[src/rtl/adc_regs_defines.svh]
`ifndef ADC_REGS_DEFINES_SVH
`define ADC_REGS_DEFINES_SVH

// ----------------------------------------------------------------
// register offsets
// ----------------------------------------------------------------
`define OFS_IRQ_CFG          8'h32
`define OFS_IRQ_MASK0        8'h33
`define OFS_LATCHED_FLAGS0   8'h36
`define OFS_BIAS_FS_CFG      8'h3b
`define OFS_CH1_INPUT_CFG    8'h3c
`define OFS_CH1_GAIN_CFG     8'h3d

// ----------------------------------------------------------------
// reset values
// ----------------------------------------------------------------
`define RST_IRQ_CFG          8'h00
`define RST_IRQ_MASK0        8'hff
`define RST_BIAS_FS_CFG      8'h00
`define RST_CH1_INPUT_CFG    8'h00
`define RST_CH1_GAIN_CFG     8'h00

// ----------------------------------------------------------------
// field positions
// ----------------------------------------------------------------
`define BIT_FLAG_SER_CLK_ERR 7
`define BIT_FLAG_PLL_LOCK    6
`define BIT_IRQ_POLARITY     7
`define MSB_IRQ_EVENT        6
`define LSB_IRQ_EVENT        5
`define BIT_LATCH_READBACK   2
`define MSB_MIC_BIAS         6
`define LSB_MIC_BIAS         4
`define MSB_FULLSCALE        1
`define LSB_FULLSCALE        0
`define BIT_INPUT_KIND       7
`define MSB_INPUT_SOURCE     6
`define LSB_INPUT_SOURCE     5
`define BIT_COUPLING         4
`define MSB_IMPEDANCE        3
`define LSB_IMPEDANCE        2
`define BIT_AUTO_GAIN_EN     0
`define MSB_CH1_GAIN         7
`define LSB_CH1_GAIN         2

// ----------------------------------------------------------------
// writable-bit masks (reserved positions read zero)
// ----------------------------------------------------------------
`define WMASK_IRQ_CFG        8'he4
`define WMASK_BIAS_FS_CFG    8'h73
`define WMASK_CH1_INPUT_CFG  8'hfd
`define WMASK_CH1_GAIN_CFG   8'hfc

`endif

[src/rtl/adc_regs_pkg.sv]
`default_nettype none

package adc_regs_pkg;

  // microphone bias level codes
  typedef enum logic [2:0] {
    BIAS_VREF        = 3'h0,
    BIAS_VREF_SCALED = 3'h1,
    BIAS_AVDD        = 3'h6
  } mic_bias_e;

  // converter full-scale reference codes
  typedef enum logic [1:0] {
    FS_2V75  = 2'h0,
    FS_2V50  = 2'h1,
    FS_1V375 = 2'h2
  } fullscale_e;

  // channel input source codes
  typedef enum logic [1:0] {
    SRC_ANALOG_DIFF = 2'h0,
    SRC_ANALOG_SE   = 2'h1,
    SRC_PDM         = 2'h2
  } input_source_e;

  // input impedance codes
  typedef enum logic [1:0] {
    IMP_2K5 = 2'h0,
    IMP_10K = 2'h1,
    IMP_20K = 2'h2
  } impedance_e;

  typedef logic [7:0] reg_byte_t;

endpackage

`default_nettype wire

[src/rtl/adc_irq_bias_channel_regs.sv]
`timescale 1ns/1ps
`default_nettype none
`include "adc_regs_defines.svh"

module adc_irq_bias_channel_regs (
  input  wire logic                          clock,
  input  wire logic                          rst_n,
  // register access port
  input  wire logic [7:0]                    reg_addr,
  input  wire logic [7:0]                    reg_wdata,
  input  wire logic                          reg_wr,
  input  wire logic                          reg_rd,
  output var  logic [7:0]                    reg_rdata,
  output var  logic                          reg_rvalid,
  // events from the serial port and pll
  input  wire logic                          ser_clock_error,
  input  wire logic                          pll_lock_event,
  // agc config register bit 3, owned elsewhere
  input  wire logic                          agc_config_bit3,
  // interrupt view for the pin logic
  output var  logic                          irq_pending,
  output var  logic                          irq_polarity,
  output var  logic [1:0]                    irq_event_mode,
  // bias generator and converter
  output var  adc_regs_pkg::mic_bias_e       mic_bias_level,
  output var  logic                          mic_bias_code_valid,
  output var  adc_regs_pkg::fullscale_e      fullscale_ref_select,
  output var  logic                          fullscale_code_valid,
  // channel one front end
  output var  logic                          chan_one_input_kind,
  output var  adc_regs_pkg::input_source_e   chan_one_input_source,
  output var  logic                          chan_one_source_valid,
  output var  logic                          chan_one_pdm_selected,
  output var  logic                          chan_one_coupling,
  output var  adc_regs_pkg::impedance_e      chan_one_impedance,
  output var  logic                          chan_one_impedance_valid,
  output var  logic                          chan_one_auto_gain_en,
  output var  logic                          chan_one_auto_gain_run,
  output var  logic [5:0]                    chan_one_gain
);
  import adc_regs_pkg::*;

  // ----------------------------------------------------------------
  // address decode
  // ----------------------------------------------------------------
  logic wr_irq_cfg;
  logic wr_irq_mask0;
  logic wr_bias_fs;
  logic wr_ch1_input;
  logic wr_ch1_gain;
  logic rd_flags;

  // one write strobe per register; writes elsewhere are dropped
  always_comb begin
    wr_irq_cfg   = 1'b0;
    wr_irq_mask0 = 1'b0;
    wr_bias_fs   = 1'b0;
    wr_ch1_input = 1'b0;
    wr_ch1_gain  = 1'b0;
    if (reg_wr) begin
      if (reg_addr == `OFS_IRQ_CFG) begin
        wr_irq_cfg = 1'b1;
      end else if (reg_addr == `OFS_IRQ_MASK0) begin
        wr_irq_mask0 = 1'b1;
      end else if (reg_addr == `OFS_BIAS_FS_CFG) begin
        wr_bias_fs = 1'b1;
      end else if (reg_addr == `OFS_CH1_INPUT_CFG) begin
        wr_ch1_input = 1'b1;
      end else if (reg_addr == `OFS_CH1_GAIN_CFG) begin
        wr_ch1_gain = 1'b1;
      end
    end
  end

  // a read of the latched flags clears them after capture
  assign rd_flags = reg_rd && (reg_addr == `OFS_LATCHED_FLAGS0);

  // ----------------------------------------------------------------
  // configuration registers
  // ----------------------------------------------------------------
  reg_byte_t irq_cfg_q;
  reg_byte_t irq_mask0_q;
  reg_byte_t bias_fs_q;
  reg_byte_t ch1_input_q;
  reg_byte_t ch1_gain_q;

  cfg_field_reg #(
    .RESET_VAL (`RST_IRQ_CFG),
    .WMASK     (`WMASK_IRQ_CFG)
  ) u_irq_cfg (
    .clock (clock),
    .rst_n (rst_n),
    .wr_en (wr_irq_cfg),
    .wdata (reg_wdata),
    .q     (irq_cfg_q)
  );

  // mask resets to all ones, so both events start out masked
  cfg_field_reg #(
    .RESET_VAL (`RST_IRQ_MASK0),
    .WMASK     (8'hff)
  ) u_irq_mask0 (
    .clock (clock),
    .rst_n (rst_n),
    .wr_en (wr_irq_mask0),
    .wdata (reg_wdata),
    .q     (irq_mask0_q)
  );

  cfg_field_reg #(
    .RESET_VAL (`RST_BIAS_FS_CFG),
    .WMASK     (`WMASK_BIAS_FS_CFG)
  ) u_bias_fs (
    .clock (clock),
    .rst_n (rst_n),
    .wr_en (wr_bias_fs),
    .wdata (reg_wdata),
    .q     (bias_fs_q)
  );

  cfg_field_reg #(
    .RESET_VAL (`RST_CH1_INPUT_CFG),
    .WMASK     (`WMASK_CH1_INPUT_CFG)
  ) u_ch1_input (
    .clock (clock),
    .rst_n (rst_n),
    .wr_en (wr_ch1_input),
    .wdata (reg_wdata),
    .q     (ch1_input_q)
  );

  cfg_field_reg #(
    .RESET_VAL (`RST_CH1_GAIN_CFG),
    .WMASK     (`WMASK_CH1_GAIN_CFG)
  ) u_ch1_gain (
    .clock (clock),
    .rst_n (rst_n),
    .wr_en (wr_ch1_gain),
    .wdata (reg_wdata),
    .q     (ch1_gain_q)
  );

  // ----------------------------------------------------------------
  // latched interrupt flags
  // ----------------------------------------------------------------
  logic flag_ser_clk_err;
  logic flag_pll_lock;

  irq_flag_bit u_flag_ser (
    .clock       (clock),
    .rst_n       (rst_n),
    .event_pulse (ser_clock_error),
    .clear       (rd_flags),
    .flag        (flag_ser_clk_err)
  );

  irq_flag_bit u_flag_pll (
    .clock       (clock),
    .rst_n       (rst_n),
    .event_pulse (pll_lock_event),
    .clear       (rd_flags),
    .flag        (flag_pll_lock)
  );

  reg_byte_t flags_raw;
  reg_byte_t flags_view;

  // flags sit in bits 7 and 6, the rest read zero
  always_comb begin
    flags_raw = 8'h00;
    flags_raw[`BIT_FLAG_SER_CLK_ERR] = flag_ser_clk_err;
    flags_raw[`BIT_FLAG_PLL_LOCK]    = flag_pll_lock;
  end

  // in masked-readback mode a masked flag reads zero but is still cleared by the read
  always_comb begin
    if (irq_cfg_q[`BIT_LATCH_READBACK]) begin
      flags_view = flags_raw & ~irq_mask0_q;
    end else begin
      flags_view = flags_raw;
    end
  end

  // pending level for the pin logic counts only unmasked flags
  assign irq_pending    = |(flags_raw & ~irq_mask0_q);
  assign irq_polarity   = irq_cfg_q[`BIT_IRQ_POLARITY];
  assign irq_event_mode = irq_cfg_q[`MSB_IRQ_EVENT:`LSB_IRQ_EVENT];

  // ----------------------------------------------------------------
  // read data path
  // ----------------------------------------------------------------
  reg_byte_t nxt_rdata;

  // unmapped offsets answer zero
  always_comb begin
    if (reg_addr == `OFS_IRQ_CFG) begin
      nxt_rdata = irq_cfg_q;
    end else if (reg_addr == `OFS_IRQ_MASK0) begin
      nxt_rdata = irq_mask0_q;
    end else if (reg_addr == `OFS_LATCHED_FLAGS0) begin
      nxt_rdata = flags_view;
    end else if (reg_addr == `OFS_BIAS_FS_CFG) begin
      nxt_rdata = bias_fs_q;
    end else if (reg_addr == `OFS_CH1_INPUT_CFG) begin
      nxt_rdata = ch1_input_q;
    end else if (reg_addr == `OFS_CH1_GAIN_CFG) begin
      nxt_rdata = ch1_gain_q;
    end else begin
      nxt_rdata = 8'h00;
    end
  end

  logic [7:0] rdata_ff;
  logic       rvalid_ff;

  // read data held until the next read, so a slow host can sample late
  always_ff @(posedge clock) begin
    if (!rst_n) begin
      rdata_ff <= 8'h00;
    end else if (reg_rd) begin
      rdata_ff <= nxt_rdata;
    end
  end

  always_ff @(posedge clock) begin
    if (!rst_n) begin
      rvalid_ff <= 1'b0;
    end else begin
      rvalid_ff <= reg_rd;
    end
  end

  assign reg_rdata  = rdata_ff;
  assign reg_rvalid = rvalid_ff;

  // ----------------------------------------------------------------
  // bias and full-scale decode
  // ----------------------------------------------------------------
  logic [2:0] bias_code;
  logic [1:0] fs_code;

  assign bias_code = bias_fs_q[`MSB_MIC_BIAS:`LSB_MIC_BIAS];
  assign fs_code   = bias_fs_q[`MSB_FULLSCALE:`LSB_FULLSCALE];

  // reserved bias codes fall back to vref so the mic never sees a stray level
  always_comb begin
    mic_bias_code_valid = 1'b1;
    case (bias_code)
      BIAS_VREF:        mic_bias_level = BIAS_VREF;
      BIAS_VREF_SCALED: mic_bias_level = BIAS_VREF_SCALED;
      BIAS_AVDD:        mic_bias_level = BIAS_AVDD;
      default: begin
        mic_bias_level      = BIAS_VREF;
        mic_bias_code_valid = 1'b0;
      end
    endcase
  end

  // reserved full-scale code falls back to the lowest reference
  always_comb begin
    fullscale_code_valid = 1'b1;
    case (fs_code)
      FS_2V75:  fullscale_ref_select = FS_2V75;
      FS_2V50:  fullscale_ref_select = FS_2V50;
      FS_1V375: fullscale_ref_select = FS_1V375;
      default: begin
        fullscale_ref_select = FS_1V375;
        fullscale_code_valid = 1'b0;
      end
    endcase
  end

  // ----------------------------------------------------------------
  // channel one decode
  // ----------------------------------------------------------------
  logic [1:0] src_code;
  logic [1:0] imp_code;

  assign src_code = ch1_input_q[`MSB_INPUT_SOURCE:`LSB_INPUT_SOURCE];
  assign imp_code = ch1_input_q[`MSB_IMPEDANCE:`LSB_IMPEDANCE];

  assign chan_one_input_kind = ch1_input_q[`BIT_INPUT_KIND];

  // reserved source falls back to differential; pin setup is software's job
  always_comb begin
    chan_one_source_valid = 1'b1;
    case (src_code)
      SRC_ANALOG_DIFF: chan_one_input_source = SRC_ANALOG_DIFF;
      SRC_ANALOG_SE:   chan_one_input_source = SRC_ANALOG_SE;
      SRC_PDM:         chan_one_input_source = SRC_PDM;
      default: begin
        chan_one_input_source = SRC_ANALOG_DIFF;
        chan_one_source_valid = 1'b0;
      end
    endcase
  end

  assign chan_one_pdm_selected = (chan_one_input_source == SRC_PDM);

  // coupling forced to ac for pdm, where the analog path is idle
  assign chan_one_coupling = ch1_input_q[`BIT_COUPLING] & ~chan_one_pdm_selected;

  always_comb begin
    chan_one_impedance_valid = 1'b1;
    case (imp_code)
      IMP_2K5: chan_one_impedance = IMP_2K5;
      IMP_10K: chan_one_impedance = IMP_10K;
      IMP_20K: chan_one_impedance = IMP_20K;
      default: begin
        chan_one_impedance       = IMP_2K5;
        chan_one_impedance_valid = 1'b0;
      end
    endcase
  end

  // agc runs only when enabled here and allowed by the agc config bit
  assign chan_one_auto_gain_en  = ch1_input_q[`BIT_AUTO_GAIN_EN];
  assign chan_one_auto_gain_run = chan_one_auto_gain_en & agc_config_bit3;

  assign chan_one_gain = ch1_gain_q[`MSB_CH1_GAIN:`LSB_CH1_GAIN];

endmodule

`default_nettype wire

[src/rtl/irq_flag_bit.sv]
`timescale 1ns/1ps
`default_nettype none

// sticky event flag, cleared by a read; an event in the clearing cycle wins
module irq_flag_bit (
  input  wire logic clock,
  input  wire logic rst_n,
  input  wire logic event_pulse,
  input  wire logic clear,
  output var  logic flag
);

  logic flag_ff;

  // set has priority so an event coincident with the read is kept
  always_ff @(posedge clock) begin
    if (!rst_n) begin
      flag_ff <= 1'b0;
    end else if (event_pulse) begin
      flag_ff <= 1'b1;
    end else if (clear) begin
      flag_ff <= 1'b0;
    end
  end

  assign flag = flag_ff;

endmodule

`default_nettype wire

[src/rtl/cfg_field_reg.sv]
`timescale 1ns/1ps
`default_nettype none

// byte-wide configuration register; reserved bits are never stored
module cfg_field_reg #(
  parameter logic [7:0] RESET_VAL = 8'h00,
  parameter logic [7:0] WMASK     = 8'hff
) (
  input  wire logic       clock,
  input  wire logic       rst_n,
  input  wire logic       wr_en,
  input  wire logic [7:0] wdata,
  output var  logic [7:0] q
);

  logic [7:0] value_ff;

  // masking on write keeps reserved bits at zero for readback
  always_ff @(posedge clock) begin
    if (!rst_n) begin
      value_ff <= RESET_VAL & WMASK;
    end else if (wr_en) begin
      value_ff <= wdata & WMASK;
    end
  end

  assign q = value_ff;

endmodule

`default_nettype wire

[config.mk]
export PLATFORM = sky130hd
export DESIGN_NAME = adc_irq_bias_channel_regs
export DESIGN_NICKNAME = d
export VERILOG_FILES = /design/src/rtl/adc_regs_pkg.sv /design/src/rtl/adc_irq_bias_channel_regs.sv /design/src/rtl/irq_flag_bit.sv /design/src/rtl/cfg_field_reg.sv
export VERILOG_INCLUDE_DIRS = /design/src /design/src/rtl
export SDC_FILE = /design/constraint.sdc
export NUM_CORES = 1
export LEC_CHECK = 0
export BUFFER_PORTS_ARGS = -buffer_cell sky130_fd_sc_hd__buf_2
export CAP_MARGIN = 20
export CORE_UTILIZATION = 52
export DETAILED_ROUTE_END_ITERATION = 7
export HOLD_SLACK_MARGIN = 0.06
export PLACE_DENSITY_LB_ADDON = 0.1
export SYNTH_ARGS = -nofsm -noshare
export SYNTH_HDL_FRONTEND = slang
export SYNTH_HIERARCHICAL = 1
export SYNTH_SLANG_ARGS = --single-unit
[constraint.sdc]
create_clock -name clock -period 2 [get_ports clock]
set_input_delay 0.2 -clock clock [delete_from_list [all_inputs] [get_ports clock]]
set_output_delay 0.2 -clock clock [all_outputs]
set_load 0.01 [all_outputs]
==> results.toml, run 1 <==
[clock_tree]
ctsHoldBuffers = 0
cts_made_buffers = 5
clk_pin_slew_ps = 70
h-tree-depth = 2
cts_setup_buffers = 0
clock-sinks = 41
cts_tree = "done"
clk_latency_ps = 290
post_cts_resized = 0
clock_path_buffers = 2
cts-root-buf = "clkbuf_8"

[route]
wirelength_mm = 4.79
routed_via_density = 4.95
ant_nets = 0
drtIter0Drc = 100
via_count = 1732
drt-wirelength-per-cell_um = 13.7
drt-pass1-iter-count = 4
drc = 0

[sta]
min_period_over_period = 0.735
whs_ps = 114
setup_ws_ps = 530
hold_viol_final = 0
rsz0062_at_grt = "no"
slew_violations = 0
post-route-min-period_ps = 1470
setup_viol = 0
skew_ps = 5.95
tns_ps = 0
fmax_mhz = 680

[floorplan]
initial_core_util = 0.547
rows = 23
die_area_um2 = 4540
core-area_um2 = 4060
dieWidth_um = 67.4
fp.dieH_um = 67.4
pin_count = 60

[synthesis]
syn_area_um2 = 2220
yosysWarnings = 6
ys_top_cells_by_area = "dfxtp_1, mux2i_1, nor2b_1"
yosysMostFrequentCell = "dfxtp_1"
ys_top_cells_by_count = "dfxtp_1, mux2i_1, nor2b_1"
synth_ff_type = "dfxtp_1"
syn_area_per_cell_um2 = 9.06
synth_enable_flop_cells = 0
synthCells = 245
synth_seq_cells = 41
synth_top_area_share = 0.370
ys_seq_area_frac = 0.370
netlist-cell-type-count = 35
synthArstFlopShare = 0
yosys.area.top_type = "dfxtp_1"

[placed_design]
placed_cell_area_um2 = 2470
port_buffers = 59
gp_congestion = 0.817
pre_cts_slack_ps = 276
hpwl_mm = 3.51

[power_and_ir_drop]
p_leak_nw = 1.10
p_per_area_nw_per_um2 = 568
ir_drop_uv = 342

[worst_setup_path]
rrSetupSlack_ps = 960
setup.worst_path.start_class = "input port"
crit_type = "in -> reg"
crit_fanout = 6
rr_endpoint = "reg_rdata[7]"
r2r_start = "u_irq_mask0/q[7]"
cp.arrival_ps = 1650
required_ps = 2180
crit_start = "reg_addr[6]"
end_kind = "flop"
rr_worst_depth = 4

[cells_and_area]
layout.nets = 324
area_growth_pct = 14.6
drive_above_1_share = 0.267
fillers = 386
antenna_cells = 0
design_area_um2 = 2540
postLayoutCoreUtil = 0.627

[worst_hold_path]
min_to = "u_flag_pll/flag"
hold_path_class = "in -> reg"
hold_path_depth = 2
hold_path.startpoint = "pll_lock_event"

[grt]
grt_pass1_wl_mm = 7.51
grt_pass1_vias = 1540
grt_overflow_total = 0
grt_usage = 0.230
grt_antenna_before_repair = 0
grt_max_degree = 35

[run]
drv_cap = 0

[outcome]
status = "complete, no violations"
## critical path, cell delays in order
cell and delay [ps]:
buf_2 90, and4bb_1 380, nand2_1 100, or2_1 230, nor2_1 170, buf_4 210
mux2i_1 200, nor2b_1 60
## sequential cells by signal, summed over array words and instances (netlist names)
register and cells:
reg_rdata 8, u_flag_pll/flag 1, u_irq_mask0/q 8, u_bias_fs/q 5, u_irq_cfg/q 4, u_ch1_gain/q 6, u_ch1_input/q 7, reg_rvalid 1
u_flag_ser/flag 1
## worst max-delay path by stage
stage	endpoint	depth (start not counted)
6_report	u_ch1_input/q[6]	8
5_1_grt	u_ch1_input/q[2]	8
4_1_cts	u_ch1_input/q[6]	8
3_5_place_dp	u_ch1_input/q[6]	8
3_3_place_gp	u_ch1_input/q[7]	8
2_1_floorplan	u_flag_pll/flag	6
## cell usage in the layout, fill, tap and decap left out, types with 3 or more instances in the layout
cell / count
o31ai_1: 6
inv_1: 8
o21ai_0: 6
dfxtp_1: 41
conb_1: 10
a21oi_1: 6
and2_1: 4
o22ai_1: 3
nand2_1: 23
clkbuf_8: 5
nand3b_1: 3
buf_2: 59
mux2i_1: 38
buf_4: 9
nor2b_1: 35
nor2_1: 16
o2bb2ai_1: 6
## through the flow
stage                     instances  total power [mW]
after floorplan                 251             0.929
after global placement          344             0.967
after detailed placement        344             0.969
after CTS                       350              1.47
after global routing            350              1.51
final                           350              1.45
## cell type report
cell class	count	area, um^2	area share
Clock inverter	1	5.00	0.00197
Clock buffer	5	68.8	0.0270
Timing Repair Buffer	68	363	0.143
Sequential cell	41	821	0.323
Inverter	8	30.0	0.0118
Multi-Input combinational cell	177	1190	0.470
Tap cell	50	62.6	0.0246
## metal layers
metal / routed length [um] / up-vias / share of wire / track usage
met1: 2360 / 765 / 0.49 / 0.301
met5: 0 / - / 0 / 0
met4: 67 / 0 / 0.014 / 0.0878
met3: 219 / 6 / 0.046 / 0.0524
li1: - / 914 / - / -
met2: 2140 / 47 / 0.45 / 0.365
## logic make-up after synthesis
group	count (synthesis)	synth area share
AO/OA/AOI/OAI	34	0.102
buffers and inverters	33	0.103
flip-flops	41	0.370
multiplexers	38	0.171
other	4	0.00676
AND/OR/NAND/NOR	95	0.248
## power by group
| part | switching [mW] | total, mW | internal [mW] |
|---|---|---|---|
| Clock | 0.266 | 0.496 | 0.229 |
| Sequential | 0.00254 | 0.823 | 0.821 |
| Combinational | 0.0718 | 0.127 | 0.0553 |
Note: power is estimated with default switching activity, not from simulation.
==> run 2: changes to the inputs <==
- ABC_AREA: unset -> 1
- CORE_UTILIZATION: 52 -> 53
- clock period: 2 -> 1.4 ns (I/O delays scaled with it)
==> results.toml, run 2 <==
[outcome]
status = "complete, no violations"

[sta]
fmax_mhz = 818
whs_ps = 62.7
setup_ws_ps = 177
rsz0062_at_grt = "no"
slew_violations = 0
setup_viol = 0
post-route-min-period_ps = 1220
min_period_over_period = 0.874
hold_viol_final = 0
skew_ps = 5.49

[floorplan]
initial_core_util = 0.569
pin_count = 60
fp.dieH_um = 68.7
dieWidth_um = 68.7
core-area_um2 = 4140
rows = 23
die_area_um2 = 4720

[route]
ant_nets = 0
drtIter0Drc = 163
drt-pass1-iter-count = 4
drt-wirelength-per-cell_um = 11.9
routed_via_density = 4.92
drc = 0
wirelength_mm = 5.67
via_count = 2349

[cells_and_area]
drive_above_1_share = 0.244
fillers = 414
postLayoutCoreUtil = 0.666
most-common-layout-cells = "nand2_1, buf_2, nor2_1"
final_common_cell = "nand2_1"
area_growth_pct = 17.1
antenna_cells = 0
layout.nets = 449

[synthesis]
synth_seq_cells = 41
syn_area_per_cell_um2 = 6.54
synth_ff_type = "dfxtp_1"
ys_top_cells_by_count = "nand2_1, nor2_1, inv_1"
synth_enable_flop_cells = 0
syn_area_um2 = 2360
ys_top_cells_by_area = "dfxtp_1, nand2_1, nor2_1"
yosys.area.top_type = "dfxtp_1"
synthCells = 360
synth_top_area_share = 0.348
yosysWarnings = 6
synthArstFlopShare = 0
netlist-cell-type-count = 28
ys_seq_area_frac = 0.348
yosysMostFrequentCell = "nand2_1"

[clock_tree]
clock_path_buffers = 2
cts_setup_buffers = 0
h-tree-depth = 2
post_cts_resized = 0
cts_tree = "done"
ctsHoldBuffers = 0
clock-sinks = 41
cts-root-buf = "clkbuf_8"
cts_made_buffers = 5
clk_pin_slew_ps = 80
clk_latency_ps = 300

[worst_setup_path]
end_kind = "output pin"
rr_worst_depth = 6
setup.worst_path.start_class = "flop"
crit_fanout = 5
crit_type = "reg -> out"
cp.arrival_ps = 1080
required_ps = 1260

[grt]
grt_overflow_total = 0
grt_max_degree = 30
grt_pass1_wl_mm = 9.09
grt_antenna_before_repair = 0
grt_usage = 0.268
grt_pass1_vias = 2029

[power_and_ir_drop]
p_per_area_nw_per_um2 = 775
p_leak_nw = 1.41
ir_drop_uv = 524

[placed_design]
port_buffers = 59
hpwl_mm = 4.29
gp_congestion = 0.929
pre_cts_slack_ps = -39.3

[run]
drv_cap = 0

[worst_hold_path]
hold_path_depth = 3
hold_path_class = "in -> reg"
-- run 2: cell count changes in the layout (fill, tap and decap cells not counted), moves of 6 or more --
cell	before	now
o2bb2ai_1	6	0
o31ai_1	6	0
nor2_1	16	51
mux2i_1	38	0
nand2_1	23	94
nor2_2	1	8
buf_4	9	19
nand4_1	0	11
nor2b_1	35	0
inv_1	8	49
nand3_1	0	35
-- run 2: path summary, 6_finish.rpt --
kind                         start           endpoint  slack, ps
hold / removal        reg_wdata[1]   u_irq_mask0/q[1]         60
setup reg to reg  u_ch1_input/q[6]       reg_rdata[6]        410
hold reg to reg       reg_rdata[1]       reg_rdata[1]        470
setup / recovery  u_ch1_input/q[6]  chan_one_coupling        180
-- run 2: kinds of logic after synthesis --
family / Yosys count / synth area share
simple gates: 217 / 0.416
flops: 41 / 0.348
other cells: 4 / 0.00637
buf+inv: 77 / 0.177
compound gates: 21 / 0.0526
-- run 2: metrics by stage --
step / area, um^2 / cells / total power, mW / TNS (ps)
floorplan: 2390 / 366 / 1.34 / 0
global placement: 2680 / 469 / 1.41 / -10.7
detailed placement: 2680 / 469 / 1.41 / -182
CTS: 2760 / 477 / 2.15 / 0
global route: 2760 / 477 / 2.23 / 0
finish: 2760 / 477 / 2.14 / 0
-- run 2: power breakdown --
group          internal [mW]  switching (mW)  total [mW]
registers               1.17         0.00442        1.18
logic                 0.0715           0.135       0.206
clock network          0.346           0.409       0.755
-- run 2: metal layers --
layer  global-route usage  up-vias  share of wire
li1                     -     1229              -
met1                0.348     1020           0.47
met2                0.423       87           0.44
met3               0.0444       13          0.072
met4                0.138        0          0.027
met5                    0        -              0
-- run 2: critical path, stage by stage, from the launching register on --
cell and delay, ps:
dfxtp_1 410, inv_1 50, nor2_1 140, nor2_1 50
buf_2 130
-- run 2: area by class of cell --
| cell class | instances | area (um^2) | area share |
|---|---|---|---|
| timing repair buffer | 78 | 438 | 0.159 |
| sequential | 41 | 821 | 0.298 |
| inverter | 52 | 195 | 0.0707 |
| tap | 50 | 62.6 | 0.0227 |
| clock buffer | 6 | 72.6 | 0.0263 |
| multi-input combinational | 248 | 1160 | 0.420 |
| clock inverter | 2 | 10.0 | 0.00363 |
==> run 3: changes to the inputs <==
- CAP_MARGIN: 20 -> 15
- RECOVER_POWER: unset -> 100
==> results.toml, run 3 (synthesis gave the netlist of run 2 again) <==
[clock_tree]
post_cts_resized = 0
clock-sinks = 41
clk_pin_slew_ps = 80
ctsHoldBuffers = 0
cts_made_buffers = 5
cts-root-buf = "clkbuf_8"
clock_path_buffers = 2
cts_setup_buffers = 0
cts_tree = "done"
clk_latency_ps = 300
h-tree-depth = 2

[worst_setup_path]
crit_type = "reg -> out"
cp.arrival_ps = 1110
end_kind = "output pin"
setup.worst_path.start_class = "flop"
crit_fanout = 5
required_ps = 1260

[power_and_ir_drop]
ir_drop_uv = 524
p_int_mw = 1.59
seqPwrFrac = 0.552
p_switching_mw = 0.546
p_per_area_nw_per_um2 = 801
p_comb_frac = 0.093
p_clk_frac = 0.355
swShare = 0.256
p_leak_nw = 1.26

[cells_and_area]
final_common_cell = "nand2_1"
drive_above_1_share = 0.143
most-common-layout-cells = "nand2_1, nor2_1, inv_1"
layout.nets = 449
area_growth_pct = 13.0
antenna_cells = 0

[route]
drt-wirelength-per-cell_um = 12.0
drtIter0Drc = 148
drt-pass1-iter-count = 4
ant_nets = 0
routed_via_density = 4.91
drc = 0
wirelength_mm = 5.71
via_count = 2340

[sta]
min_period_over_period = 0.895
skew_ps = 5.41
setup_viol = 0
fmax_mhz = 798
slew_violations = 0
whs_ps = 66.2
hold_viol_final = 0
rsz0062_at_grt = "no"
tns_ps = 0
post-route-min-period_ps = 1250

[grt]
grt_pass1_wl_mm = 9.09
grt_max_degree = 30
grt_antenna_before_repair = 0
grt_overflow_total = 0
grt_pass1_vias = 2029
grt_usage = 0.268

[floorplan]
dieWidth_um = 68.7
core-area_um2 = 4140
initial_core_util = 0.569
rows = 23
fp.dieH_um = 68.7
pin_count = 60
die_area_um2 = 4720

[placed_design]
port_buffers = 59
hpwl_mm = 4.29
gp_congestion = 0.929

[run]
drv_cap = 0

[worst_hold_path]
hold_path_class = "in -> reg"

[outcome]
status = "complete, no violations"
-- run 3: changes by cell type in the layout (fill, tap and decap cells not counted), sizes merged --
cell	before	now
buf	78	36
clkbuf	6	48
-- run 3: cell type report --
| type | instances | area, um^2 |
|---|---|---|
| clock inverters | 2 | 10.0 |
| well taps | 50 | 62.6 |
| clock buffers | 6 | 72.6 |
| fillers | 445 | 1480 |
| repair buffers | 78 | 375 |
| multi-input cells | 248 | 1130 |
| inverters | 52 | 195 |
| flip-flops and latches | 41 | 821 |
-- run 3: path summary, 6_finish.rpt --
kind                          to  cells after the start             start  slack, ps
min             u_irq_mask0/q[1]                      3      reg_wdata[1]         70
max reg2reg         reg_rdata[6]                      6  u_ch1_input/q[6]        410
min reg2reg         reg_rdata[1]                      2      reg_rdata[1]        470
max          mic_bias_code_valid                      3    u_bias_fs/q[5]        150
-- run 3: critical path: stages, from the launching register on --
cell,delay (ps)
dfxtp_1,430
nand3_1,120
o21ai_0,90
clkbuf_1,170
-- run 3: per-layer routing --
metal / vias up / global-route usage / part of all wire / routed length (um)
met1: 1028 / 0.348 / 0.48 / 2760
met3: 11 / 0.0444 / 0.054 / 307
li1: 1227 / - / - / -
met2: 74 / 0.423 / 0.44 / 2520
met4: 0 / 0.138 / 0.022 / 127
met5: - / 0 / 0 / 0
-- run 3: metrics by stage --
step                      instance area [um^2]  setup WS [ps]  total power, mW  cells   util
after floorplan                           2390           47.2             1.34    366      -
after global placement                    2680          -3.69             1.41    469  0.646
after detailed placement                  2680          -39.3             1.41    469  0.646
after CTS                                 2760            168             2.15    477  0.666
after global routing                      2660           9.29             2.22    477  0.643
final                                     2660            147             2.13    477  0.643
-- run 3: power groups by stage --
stage               combinational [mW]  sequential, mW  clock (mW)
floorplan                        0.137            1.21           0
global placement                 0.201            1.21           0
detailed placement               0.205            1.21           0
CTS                              0.205            1.18       0.764
global route                     0.225            1.18       0.817
finish                           0.199            1.18       0.756
